File: src/core/rcf_pkg.sv
package rcf_pkg;

    // =====================================================================
    // Bus geometry
    // =====================================================================
    localparam int          DATA_W        = 32;
    localparam int          ADDR_W        = 32;
    localparam int          DEC_W         = 12;
    localparam int          FLAG_W        = 8;
    localparam logic [1:0]  HTRANS_NONSEQ = 2'h2;
    localparam logic        HRESP_OKAY    = 1'h0;

    // =====================================================================
    // Register byte offsets
    // =====================================================================
    localparam logic [DEC_W-1:0] OFS_MAIN   = 12'h000;
    localparam logic [DEC_W-1:0] OFS_MEMORY = 12'h004;
    localparam logic [DEC_W-1:0] OFS_BORCTL = 12'h008;

    // =====================================================================
    // Field positions, main reset-cause register
    // =====================================================================
    localparam int BIT_STACK_OVF  = 7;
    localparam int BIT_STACK_UNF  = 6;
    localparam int BIT_WIN_VIOL   = 5;
    localparam int BIT_WDT_TOUT   = 4;
    localparam int BIT_PIN_RST    = 3;
    localparam int BIT_RST_INSTR  = 2;
    localparam int BIT_POWER_ON   = 1;
    localparam int BIT_BROWNOUT   = 0;

    // Memory violation and brown-out control fields
    localparam int BIT_MEM_VIOL   = 1;
    localparam int BIT_SW_BOR_EN  = 7;
    localparam int BIT_BOR_READY  = 0;

    // =====================================================================
    // Reset values
    // =====================================================================
    // Power-on: upper six 0,0,1,1,1,1; power-on flag 0; brown-out flag 1
    localparam logic [FLAG_W-1:0] MAIN_POR_VALUE  = 8'h3d;
    // Loaded into bits 7..2 on a brown-out
    localparam logic [5:0]        MAIN_UPPER_INIT = 6'h0f;
    localparam logic [FLAG_W-1:0] MEM_IMPL_MASK   = 8'h02;
    localparam logic              MEM_FLAG_INIT   = 1'h1;
    localparam logic              SW_BOR_EN_INIT  = 1'h1;
    localparam logic              PIN_IDLE_LEVEL  = 1'h1;

endpackage : rcf_pkg

File: src/core/rcf_reset_cause.sv
module rcf_reset_cause
    import rcf_pkg::*;
(
    input  wire logic              hclk,
    input  wire logic              hresetn,
    input  wire logic              hsel,
    input  wire logic [ADDR_W-1:0] haddr,
    input  wire logic [1:0]        htrans,
    input  wire logic              hwrite,
    input  wire logic [2:0]        hsize,
    input  wire logic              hready,
    input  wire logic [DATA_W-1:0] hwdata,
    output logic      [DATA_W-1:0] hrdata,
    output logic                   hreadyout,
    output logic                   hresp,
    input  wire logic              stack_overflow_event,
    input  wire logic              stack_underflow_event,
    input  wire logic              window_violation_event,
    input  wire logic              watchdog_timeout_event,
    input  wire logic              reset_instruction_event,
    input  wire logic              memory_violation_event,
    input  wire logic              brownout_event_async,
    input  wire logic              external_reset_pin,
    input  wire logic              brownout_ready_async,
    output logic                   software_brownout_enable
);

    // =====================================================================
    // Bus slave
    // =====================================================================
    logic              wr_en;
    logic [DEC_W-1:0]  reg_addr;
    logic [DATA_W-1:0] wr_data;
    logic [DATA_W-1:0] rd_value;

    rcf_ahb_slave u_slave (
        .hclk      (hclk),
        .hresetn   (hresetn),
        .hsel      (hsel),
        .haddr     (haddr),
        .htrans    (htrans),
        .hwrite    (hwrite),
        .hsize     (hsize),
        .hready    (hready),
        .hwdata    (hwdata),
        .rd_value  (rd_value),
        .hrdata    (hrdata),
        .hreadyout (hreadyout),
        .hresp     (hresp),
        .wr_en     (wr_en),
        .reg_addr  (reg_addr),
        .wr_data   (wr_data)
    );

    // =====================================================================
    // Pin-side inputs
    // =====================================================================
    logic [2:0] async_bus;
    logic [2:0] sync_bus;
    logic       brownout_sync;
    logic       pin_sync;
    logic       bor_ready_sync;
    logic       pin_prev_q;
    logic       brownout_prev_q;
    logic       pin_reset_hit;
    logic       brownout_hit;

    assign async_bus = {brownout_event_async, external_reset_pin,
                        brownout_ready_async};

    rcf_sync #(
        .W         (3),
        .RST_VALUE ({1'h0, PIN_IDLE_LEVEL, 1'h0})
    ) u_sync (
        .hclk     (hclk),
        .hresetn  (hresetn),
        .async_in (async_bus),
        .sync_out (sync_bus)
    );

    assign brownout_sync  = sync_bus[2];
    assign pin_sync       = sync_bus[1];
    assign bor_ready_sync = sync_bus[0];

    always_ff @(posedge hclk or negedge hresetn) begin
        if (!hresetn) begin
            pin_prev_q      <= PIN_IDLE_LEVEL;
            brownout_prev_q <= 1'h0;
        end else begin
            pin_prev_q      <= pin_sync;
            brownout_prev_q <= brownout_sync;
        end
    end

    // Pin is active low; a press counts once, on its falling edge
    assign pin_reset_hit = pin_prev_q && !pin_sync;
    assign brownout_hit  = brownout_sync && !brownout_prev_q;

    // =====================================================================
    // Register decode
    // =====================================================================
    function automatic logic hit(input logic [DEC_W-1:0] a,
                                 input logic [DEC_W-1:0] ofs);
        hit = (a == ofs);
    endfunction : hit

    logic wr_main;
    logic wr_mem;
    logic wr_borctl;

    assign wr_main   = wr_en && hit(reg_addr, OFS_MAIN);
    assign wr_mem    = wr_en && hit(reg_addr, OFS_MEMORY);
    assign wr_borctl = wr_en && hit(reg_addr, OFS_BORCTL);

    // =====================================================================
    // Main reset-cause flags
    // =====================================================================
    logic [FLAG_W-1:0] main_q;
    logic [FLAG_W-1:0] main_d;

    // Writes only store; nothing here feeds a reset request
    always_comb begin
        main_d = main_q;
        if (wr_main) begin
            main_d = wr_data[FLAG_W-1:0];
        end
        // Hardware terms applied after the write so they win
        if (brownout_hit) begin
            main_d[FLAG_W-1:2]   = MAIN_UPPER_INIT;
            main_d[BIT_BROWNOUT] = 1'h0;
        end
        if (stack_overflow_event) begin
            main_d[BIT_STACK_OVF] = 1'h1;
        end
        if (stack_underflow_event) begin
            main_d[BIT_STACK_UNF] = 1'h1;
        end
        if (window_violation_event) begin
            main_d[BIT_WIN_VIOL] = 1'h0;
        end
        if (watchdog_timeout_event) begin
            main_d[BIT_WDT_TOUT] = 1'h0;
        end
        if (pin_reset_hit) begin
            main_d[BIT_PIN_RST] = 1'h0;
        end
        if (reset_instruction_event) begin
            main_d[BIT_RST_INSTR] = 1'h0;
        end
    end

    // Only a write or the bits named by a cause move; others hold
    always_ff @(posedge hclk or negedge hresetn) begin
        if (!hresetn) begin
            main_q <= MAIN_POR_VALUE;
        end else begin
            main_q <= main_d;
        end
    end

    // =====================================================================
    // Memory violation flag
    // =====================================================================
    logic mem_flag_q;
    logic mem_flag_d;

    always_comb begin
        mem_flag_d = mem_flag_q;
        if (wr_mem) begin
            mem_flag_d = wr_data[BIT_MEM_VIOL];
        end
        if (brownout_hit) begin
            mem_flag_d = MEM_FLAG_INIT;
        end
        if (memory_violation_event) begin
            mem_flag_d = 1'h0;
        end
    end

    always_ff @(posedge hclk or negedge hresetn) begin
        if (!hresetn) begin
            mem_flag_q <= MEM_FLAG_INIT;
        end else begin
            mem_flag_q <= mem_flag_d;
        end
    end

    // =====================================================================
    // Brown-out control
    // =====================================================================
    always_ff @(posedge hclk or negedge hresetn) begin
        if (!hresetn) begin
            software_brownout_enable <= SW_BOR_EN_INIT;
        end else if (wr_borctl) begin
            software_brownout_enable <= wr_data[BIT_SW_BOR_EN];
        end
    end

    // =====================================================================
    // Read mux
    // =====================================================================
    logic [FLAG_W-1:0] mem_word;
    logic [FLAG_W-1:0] borctl_word;

    always_comb begin
        mem_word                   = '0;
        mem_word[BIT_MEM_VIOL]     = mem_flag_q;
        borctl_word                = '0;
        borctl_word[BIT_SW_BOR_EN] = software_brownout_enable;
        borctl_word[BIT_BOR_READY] = bor_ready_sync;
        rd_value                   = '0;
        if (hit(reg_addr, OFS_MAIN)) begin
            rd_value[FLAG_W-1:0] = main_q;
        end else if (hit(reg_addr, OFS_MEMORY)) begin
            rd_value[FLAG_W-1:0] = mem_word;
        end else if (hit(reg_addr, OFS_BORCTL)) begin
            rd_value[FLAG_W-1:0] = borctl_word;
        end
    end

    // =====================================================================
    // Checks
    // =====================================================================
    AST_STACK_OVF: assert property (
        @(posedge hclk) disable iff (!hresetn)
        stack_overflow_event |=> main_q[BIT_STACK_OVF])
        else $error("stack overflow flag not set");

    AST_STACK_UNF: assert property (
        @(posedge hclk) disable iff (!hresetn)
        stack_underflow_event |=> main_q[BIT_STACK_UNF])
        else $error("stack underflow flag not set");

    AST_WIN_VIOL: assert property (
        @(posedge hclk) disable iff (!hresetn)
        window_violation_event |=> !main_q[BIT_WIN_VIOL])
        else $error("window violation flag not cleared");

    AST_WDT_TOUT: assert property (
        @(posedge hclk) disable iff (!hresetn)
        watchdog_timeout_event |=> !main_q[BIT_WDT_TOUT])
        else $error("watchdog time-out flag not cleared");

    AST_PIN_RST: assert property (
        @(posedge hclk) disable iff (!hresetn)
        $fell(pin_sync) |=> !main_q[BIT_PIN_RST])
        else $error("pin reset flag not cleared");

    AST_RST_INSTR: assert property (
        @(posedge hclk) disable iff (!hresetn)
        reset_instruction_event |=> !main_q[BIT_RST_INSTR])
        else $error("reset instruction flag not cleared");

    AST_BROWNOUT: assert property (
        @(posedge hclk) disable iff (!hresetn)
        $rose(brownout_sync) |=> main_q[FLAG_W-1:2] == MAIN_UPPER_INIT
            && !main_q[BIT_BROWNOUT] && mem_flag_q
            && main_q[BIT_POWER_ON] == $past(main_q[BIT_POWER_ON]))
        else $error("brown-out load wrong");

    AST_MEM_VIOL: assert property (
        @(posedge hclk) disable iff (!hresetn)
        memory_violation_event |=> !mem_flag_q)
        else $error("memory violation flag not cleared");

    AST_MEM_ZERO: assert property (
        @(posedge hclk) disable iff (!hresetn)
        hit(reg_addr, OFS_MEMORY) |-> (rd_value & ~DATA_W'(MEM_IMPL_MASK))
            == '0)
        else $error("unimplemented memory bits not zero");

    AST_WRITE_STORE: assert property (
        @(posedge hclk) disable iff (!hresetn)
        wr_main && !stack_overflow_event && !stack_underflow_event
            && !window_violation_event && !watchdog_timeout_event
            && !pin_reset_hit && !reset_instruction_event && !brownout_hit
        |=> main_q == $past(wr_data[FLAG_W-1:0]))
        else $error("main register write not stored");

    AST_HOLD: assert property (
        @(posedge hclk) disable iff (!hresetn)
        !wr_main && !stack_overflow_event && !stack_underflow_event
            && !window_violation_event && !watchdog_timeout_event
            && !pin_reset_hit && !reset_instruction_event && !brownout_hit
        |=> $stable(main_q))
        else $error("main flags changed without cause");

    AST_HW_WINS: assert property (
        @(posedge hclk) disable iff (!hresetn)
        wr_mem && memory_violation_event |=> !mem_flag_q)
        else $error("firmware write beat hardware update");

    AST_BORCTL_READ: assert property (
        @(posedge hclk) disable iff (!hresetn)
        hit(reg_addr, OFS_BORCTL) |-> rd_value[BIT_SW_BOR_EN]
            == software_brownout_enable
            && rd_value[BIT_BOR_READY] == bor_ready_sync)
        else $error("brown-out control read wrong");

endmodule : rcf_reset_cause

File: src/core/rcf_sync.sv
module rcf_sync
    import rcf_pkg::*;
#(
    parameter int             W         = 1,
    parameter logic [W-1:0]   RST_VALUE = '0
) (
    input  wire logic         hclk,
    input  wire logic         hresetn,
    input  wire logic [W-1:0] async_in,
    output logic      [W-1:0] sync_out
);

    // =====================================================================
    // Two-stage synchroniser; first stage feeds only the second
    // =====================================================================
    logic [W-1:0] meta_q;

    always_ff @(posedge hclk or negedge hresetn) begin
        if (!hresetn) begin
            meta_q   <= RST_VALUE;
            sync_out <= RST_VALUE;
        end else begin
            meta_q   <= async_in;
            sync_out <= meta_q;
        end
    end

endmodule : rcf_sync

File: src/core/rcf_ahb_slave.sv
module rcf_ahb_slave
    import rcf_pkg::*;
(
    input  wire logic              hclk,
    input  wire logic              hresetn,
    input  wire logic              hsel,
    input  wire logic [ADDR_W-1:0] haddr,
    input  wire logic [1:0]        htrans,
    input  wire logic              hwrite,
    input  wire logic [2:0]        hsize,
    input  wire logic              hready,
    input  wire logic [DATA_W-1:0] hwdata,
    input  wire logic [DATA_W-1:0] rd_value,
    output logic      [DATA_W-1:0] hrdata,
    output logic                   hreadyout,
    output logic                   hresp,
    output logic                   wr_en,
    output logic      [DEC_W-1:0]  reg_addr,
    output logic      [DATA_W-1:0] wr_data
);

    // =====================================================================
    // Address phase capture
    // =====================================================================
    logic accept;
    logic wr_phase_q;
    logic rd_wait_q;

    // Only whole-word transfers are expected; hsize is not checked
    assign accept = hsel && hready && htrans == HTRANS_NONSEQ;

    always_ff @(posedge hclk or negedge hresetn) begin
        if (!hresetn) begin
            wr_phase_q <= 1'h0;
            rd_wait_q  <= 1'h0;
            reg_addr   <= '0;
        end else begin
            wr_phase_q <= accept && hwrite;
            rd_wait_q  <= accept && !hwrite;
            if (accept) begin
                reg_addr <= haddr[DEC_W-1:0];
            end
        end
    end

    // =====================================================================
    // Data phase
    // =====================================================================
    // One wait state on reads so a write just before is always seen
    always_ff @(posedge hclk or negedge hresetn) begin
        if (!hresetn) begin
            hrdata <= '0;
        end else if (rd_wait_q) begin
            hrdata <= rd_value;
        end
    end

    assign hreadyout = !rd_wait_q;
    assign hresp     = HRESP_OKAY;
    assign wr_en     = wr_phase_q;
    assign wr_data   = hwdata;

endmodule : rcf_ahb_slave

File: config.mk
export PLATFORM = sky130hd
export DESIGN_NAME = rcf_reset_cause
export DESIGN_NICKNAME = d
export VERILOG_FILES = /design/src/core/rcf_pkg.sv /design/src/core/rcf_reset_cause.sv /design/src/core/rcf_sync.sv /design/src/core/rcf_ahb_slave.sv
export SDC_FILE = /design/constraint.sdc
export NUM_CORES = 1
export LEC_CHECK = 0
export BUFFER_PORTS_ARGS = -buffer_cell sky130_fd_sc_hd__buf_2
export CELL_PAD_IN_SITES_DETAIL_PLACEMENT = 0
export CELL_PAD_IN_SITES_GLOBAL_PLACEMENT = 1
export CORE_ASPECT_RATIO = 1.25
export CORE_UTILIZATION = 31
export CTS_BUF_LIST = sky130_fd_sc_hd__clkbuf_4 sky130_fd_sc_hd__clkbuf_8 sky130_fd_sc_hd__clkbuf_16
export CTS_CLUSTER_DIAMETER = 50
export CTS_CLUSTER_SIZE = 10
export DETAILED_ROUTE_END_ITERATION = 6
export PLACE_DENSITY_LB_ADDON = 0.1
export SYNTH_ARGS = -nofsm -noshare
export SYNTH_HDL_FRONTEND = slang
export SYNTH_SLANG_ARGS = --single-unit
File: constraint.sdc
create_clock -name hclk -period 1.8 [get_ports hclk]
set_input_delay 0.27 -clock hclk [delete_from_list [all_inputs] [get_ports hclk]]
set_output_delay 0.27 -clock hclk [all_outputs]
set_load 0.005 [all_outputs]
* After elaboration in Yosys (flattened, before gate mapping)
Index checks and enable logic that the tools add are counted.
** Word-level totals
- Register bits after elaboration :: 40
- Input bits :: 83
- Word-level logic and storage cells :: 58
** Cells by class
- Equality and inequality tests :: 3
- Multiplexer cells :: 15
- Reduce and logical (&&, ||, !) cells :: 22
** Operators by type and width (count)
- 8-bit 2-to-1 mux :: 4
- 3-bit nonzero test :: 7
- 12-bit by 3-bit equality test with 1-bit output, second input constant :: 1
- 12-bit by 4-bit equality test with 1-bit output, second input constant :: 1
- 12-bit logical NOT :: 1
- 1-bit 2-to-1 mux :: 10
- 1-bit logical AND :: 9
- 6-bit 2-to-1 mux :: 1
- 1-bit logical NOT :: 4
- 2-bit equality test, second input constant :: 1
- 2-bit nonzero test :: 1

* Logic depth before layout (Yosys ltp)
- Depth after elaboration :: 5
- Gate-level depth with buffers :: 5
- Mapped depth without buffers :: 4

* By module
Synthesis repeated with hierarchy kept, for this count alone.
** Second synthesis, totals
- Cell total of the unflattened synthesis :: 207
- Area, all modules :: 2890.3 µm²
** Modules (own cells, without submodules)
- rcf_ahb_slave :: times used 1, cells an instance 134, area an instance 1998.2 µm²
- rcf_reset_cause :: times used 1, cells an instance 67, area an instance 739.5 µm²
- rcf_sync :: times used 1, cells an instance 6, area an instance 152.6 µm²

* Least setup slack after synthesis
No wires, ideal clock.
- Path type :: register to register
- Start point :: register u_slave.reg_addr[9]
- End point :: register main_q[0]
- Library setup time :: 0.075 ns
- Arrival time :: 1.485 ns
- Data required time :: 1.725 ns
- Slack :: 0.240 ns
- Stages on the path, launching flop included :: 5
- Path buffers :: 0
- Period minus slack after synthesis :: 1.560 ns
- Cell sequence :: dfrtp_1 -> nor4_4 -> nand4_4 -> mux2_4 -> and2_4
** Between the ends
- Cells in the longest elaborated chain, start to end :: 3
** RTL lines
- start: declaration :: RTL line rcf_ahb_slave.sv:18 : output logic [DEC_W-1:0] reg_addr,
- start signal: assignment :: RTL line rcf_ahb_slave.sv:41 : reg_addr <= haddr[DEC_W-1:0];
- 12-bit logical NOT :: RTL line rcf_reset_cause.sv:104 : hit = (a == ofs);
- 1-bit logical AND :: RTL line rcf_reset_cause.sv:111 : assign wr_main = wr_en && hit(reg_addr, OFS_MAIN);
- 2-bit nonzero test (no source line)
- end signal: assignment :: RTL line rcf_reset_cause.sv:157 : main_q <= main_d;
- end: declaration :: RTL line rcf_reset_cause.sv:118 : logic [FLAG_W-1:0] main_q;
No other way between the ends.
A chain may end at the register's enable or synchronous reset.

* Worst setup path after layout
- Start point :: register u_slave.reg_addr[9]
- End point :: register main_q[4]
** Between the ends
- Cells in the longest elaborated chain, start to end :: 3
** RTL lines (RTL line)
- 12-bit logical NOT :: rcf_reset_cause.sv:104
- 1-bit logical AND :: rcf_reset_cause.sv:111
- 3-bit nonzero test (no source line)
No other way between the ends.

==> flow_summary.json <==
{
  "drive_above_1_share_pct": 48.6,
  "path_cells": "nor4_4 -> nand4_4 -> buf_4 -> mux2i_1 -> a21oi_1",
  "cts_tree": "built",
  "dieArea_sq_um": 6040,
  "start_kind": "flop",
  "synth-adder-area-share_pct": 0,
  "root_buffer": "clkbuf_8",
  "syn_to_final_growth_pct": 18.7,
  "grt_pass1_wl_um": 5380,
  "cp.required_ns": 2.01,
  "fin_setup_tns_ns": 0,
  "grt_max_degree": 41,
  "tightestPinTransition_ns": 0.498,
  "die_x_um": 69.7,
  "fmax_ghz": 0.592,
  "status": "finished clean",
  "hold_viol": 0,
  "finalCritPeriodShare_pct": 93.9,
  "max_stage_delay_ns": 0.44,
  "cts_buffers": 5,
  "detailed_place.area_sq_um": 2010,
  "start_util_pct": 32.4,
  "final_area_sq_um": 2110,
  "die_y_um": 86.6,
  "drc": 0,
  "synth_top_family_by_area": "multiplexers",
  "setup_violations": 0,
  "grt_pass1_vias": 1137,
  "numClockSinks": 40,
  "htreeDepth": 2,
  "end_kind": "flop",
  "timing.max_cap.violations": 0,
  "cts.path.max_buffers": 2,
  "hold_path_class": "input port to flop",
  "clock_skew_ns": 0.00465,
  "slowest_stage": "nor4_4",
  "wire_per_inst_um": 13.1,
  "period_minus_slack_ns": 1.69,
  "vias": 1103,
  "nets": 267,
  "synth_xor_area_share_pct": 0,
  "max_slew_margin_pct": 66.3,
  "yosysWarnings": 0,
  "postRouteAntennaNets": 0,
  "post_cts_buffers": 0,
  "fp-row-count": 30,
  "cts_resized": 0,
  "overflow": 0,
  "synthSimpleGateAreaFrac_pct": 10.6,
  "ys_types": 30,
  "rsz0062_at_grt": "no",
  "synth_seq_cells": 40,
  "synthMuxAreaShare_pct": 12.5,
  "p_leak_uw": 0.00104,
  "dpl.hpwl_um": 2420,
  "cp.buffers_inverters": 1,
  "critPathTopFamily": "simple AND/OR/NAND/NOR gates",
  "syn_area_per_cell_sq_um": 13.5,
  "grt_util_all_layers_pct": 11.9,
  "regToRegSetupSlack_ns": 0.11,
  "wirelength_um": 3260,
  "critPathKind": "flop to flop",
  "ioPinCount": 118,
  "syn_area_sq_um": 1780,
  "ir_drop_uv": 564,
  "synth-compound-area-share_pct": 7.61,
  "antenna_found_initial": 0,
  "power_density_nw_per_um2": 902,
  "clk_latency_ns": 0.28,
  "drt-initial-drc-count": 62,
  "synth_cells": 132,
  "vias_per_cell": 4.43,
  "crit_fanout": 7,
  "holdBufCountCts": 1,
  "core_area_sq_um": 5480,
  "slew_violations": 0,
  "cts.clk_slew.worst_paths_ns": 0.07,
  "ys_seq_area_share_pct": 57.0,
  "gp_congestion": 0.733,
  "n_antenna_cell": 0,
  "numPortBuffers": 45,
  "dr.pass1.iters": 2,
  "arrival_ns": 1.90
}
[state kept, by name, indices dropped and copies added (netlist names)]
register and count:
software_brownout_enable 1, pin_prev_q 1, u_slave.wr_en 1, u_slave.reg_addr 12
mem_flag_q 1, u_sync.meta_q 3, main_q 8, u_slave.rd_wait_q 1
u_slave.hrdata 8, u_sync.sync_out 3, brownout_prev_q 1
[layout make-up]
cell class | instances | area [sq um]
inverters | 4 | 15.0
repair buffers | 49 | 270
clock buffers | 8 | 91.3
multi-input cells | 84 | 639
well taps | 64 | 80.1
flip-flops and latches | 40 | 1010
fillers | 548 | 3370
[cells by family after synthesis]
family                 after synthesis
AO/OA/AOI/OAI                       18
flip-flops                          40
multiplexers                        20
buffers and inverters               32
AND/OR/NAND/NOR                     21
other                                1
[power breakdown]
part | total (uW) | internal (uW) | switching [uW]
Sequential | 1080 | 998 | 85.6
Clock | 602 | 320 | 282
Combinational | 217 | 122 | 95.6
[Yosys cell counts]
cell       instances  area (sq um)
a21oi_1            5          25.0
a22o_1             5          43.8
a22oi_1            1          7.51
a311o_2            2          22.5
a32oi_1            2          17.5
and2_4             1          8.76
and3_2             1          7.51
and4_2             1          10.0
buf_1              1          3.75
buf_4             25           188
clkbuf_1           2          7.51
conb_1             1          3.75
dfrtp_1           30           751
dfstp_2           10           263
inv_1              4          15.0
mux2_2            14           158
mux2_4             1          15.0
mux2i_1            5          50.1
nand2_1            3          11.3
nand2b_1           1          6.26
nand3_1            1          5.00
nand4_1            1          6.26
nand4_4            1          21.3
nand4b_1           1          8.76
nor2_1             4          15.0
nor2b_1            1          6.26
nor4_4             3          63.8
nor4b_1            2          17.5
o21ai_0            2          10.0
o2bb2ai_1          1          8.76
[routing by layer]
metal	up-vias	GRT usage [%]	wire length [um]
met5	-	0	0
met4	0	6.55	75
met3	6	4.19	211
met2	45	18.8	1600
met1	532	14.3	1370
li1	520	-	-
[cell usage in the layout, fill, tap and decap left out, types with 2 or more instances in the layout]
cell,instances
a21oi_1,5
a22o_1,5
a311o_2,2
a32oi_1,2
buf_2,45
buf_4,2
clkbuf_4,3
clkbuf_8,5
conb_1,25
dfrtp_1,30
dfstp_2,10
inv_1,4
mux2_2,14
mux2i_1,5
nand2_1,3
nor2_1,4
nor4_4,3
nor4b_1,2
o21ai_0,2
[per-stage QoR]
stage / power, uW / worst slack [ns] / hold WS, ns / utilization (%) / instances
6_report: 1900 / 0.110 / 0.0826 / 38.5 / 249
2_1_floorplan: 1260 / 0.240 / -0.0256 / - / 156
4_1_cts: 1940 / 0.0931 / 0.0661 / 38.5 / 249
3_3_place_gp: 1310 / 0.159 / 0.254 / 36.6 / 240
5_1_grt: 2010 / 0.0295 / 0.0663 / 38.5 / 249
3_5_place_dp: 1320 / 0.111 / 0.262 / 36.6 / 240
[final timing paths]
kind / from / endpoint / depth (start not counted)
max reg2reg: u_slave.reg_addr[9] / main_q[4] / 5
max in group asynchronous: hresetn / main_q[3] / 3
min in group asynchronous: hresetn / u_slave.reg_addr[11] / 3
max: u_slave.reg_addr[9] / main_q[4] / 5
min: external_reset_pin / u_sync.meta_q[1] / 1
min reg2reg: u_sync.meta_q[2] / u_sync.sync_out[2] / 0
No activity file was read; power rests on OpenSTA's default activity.
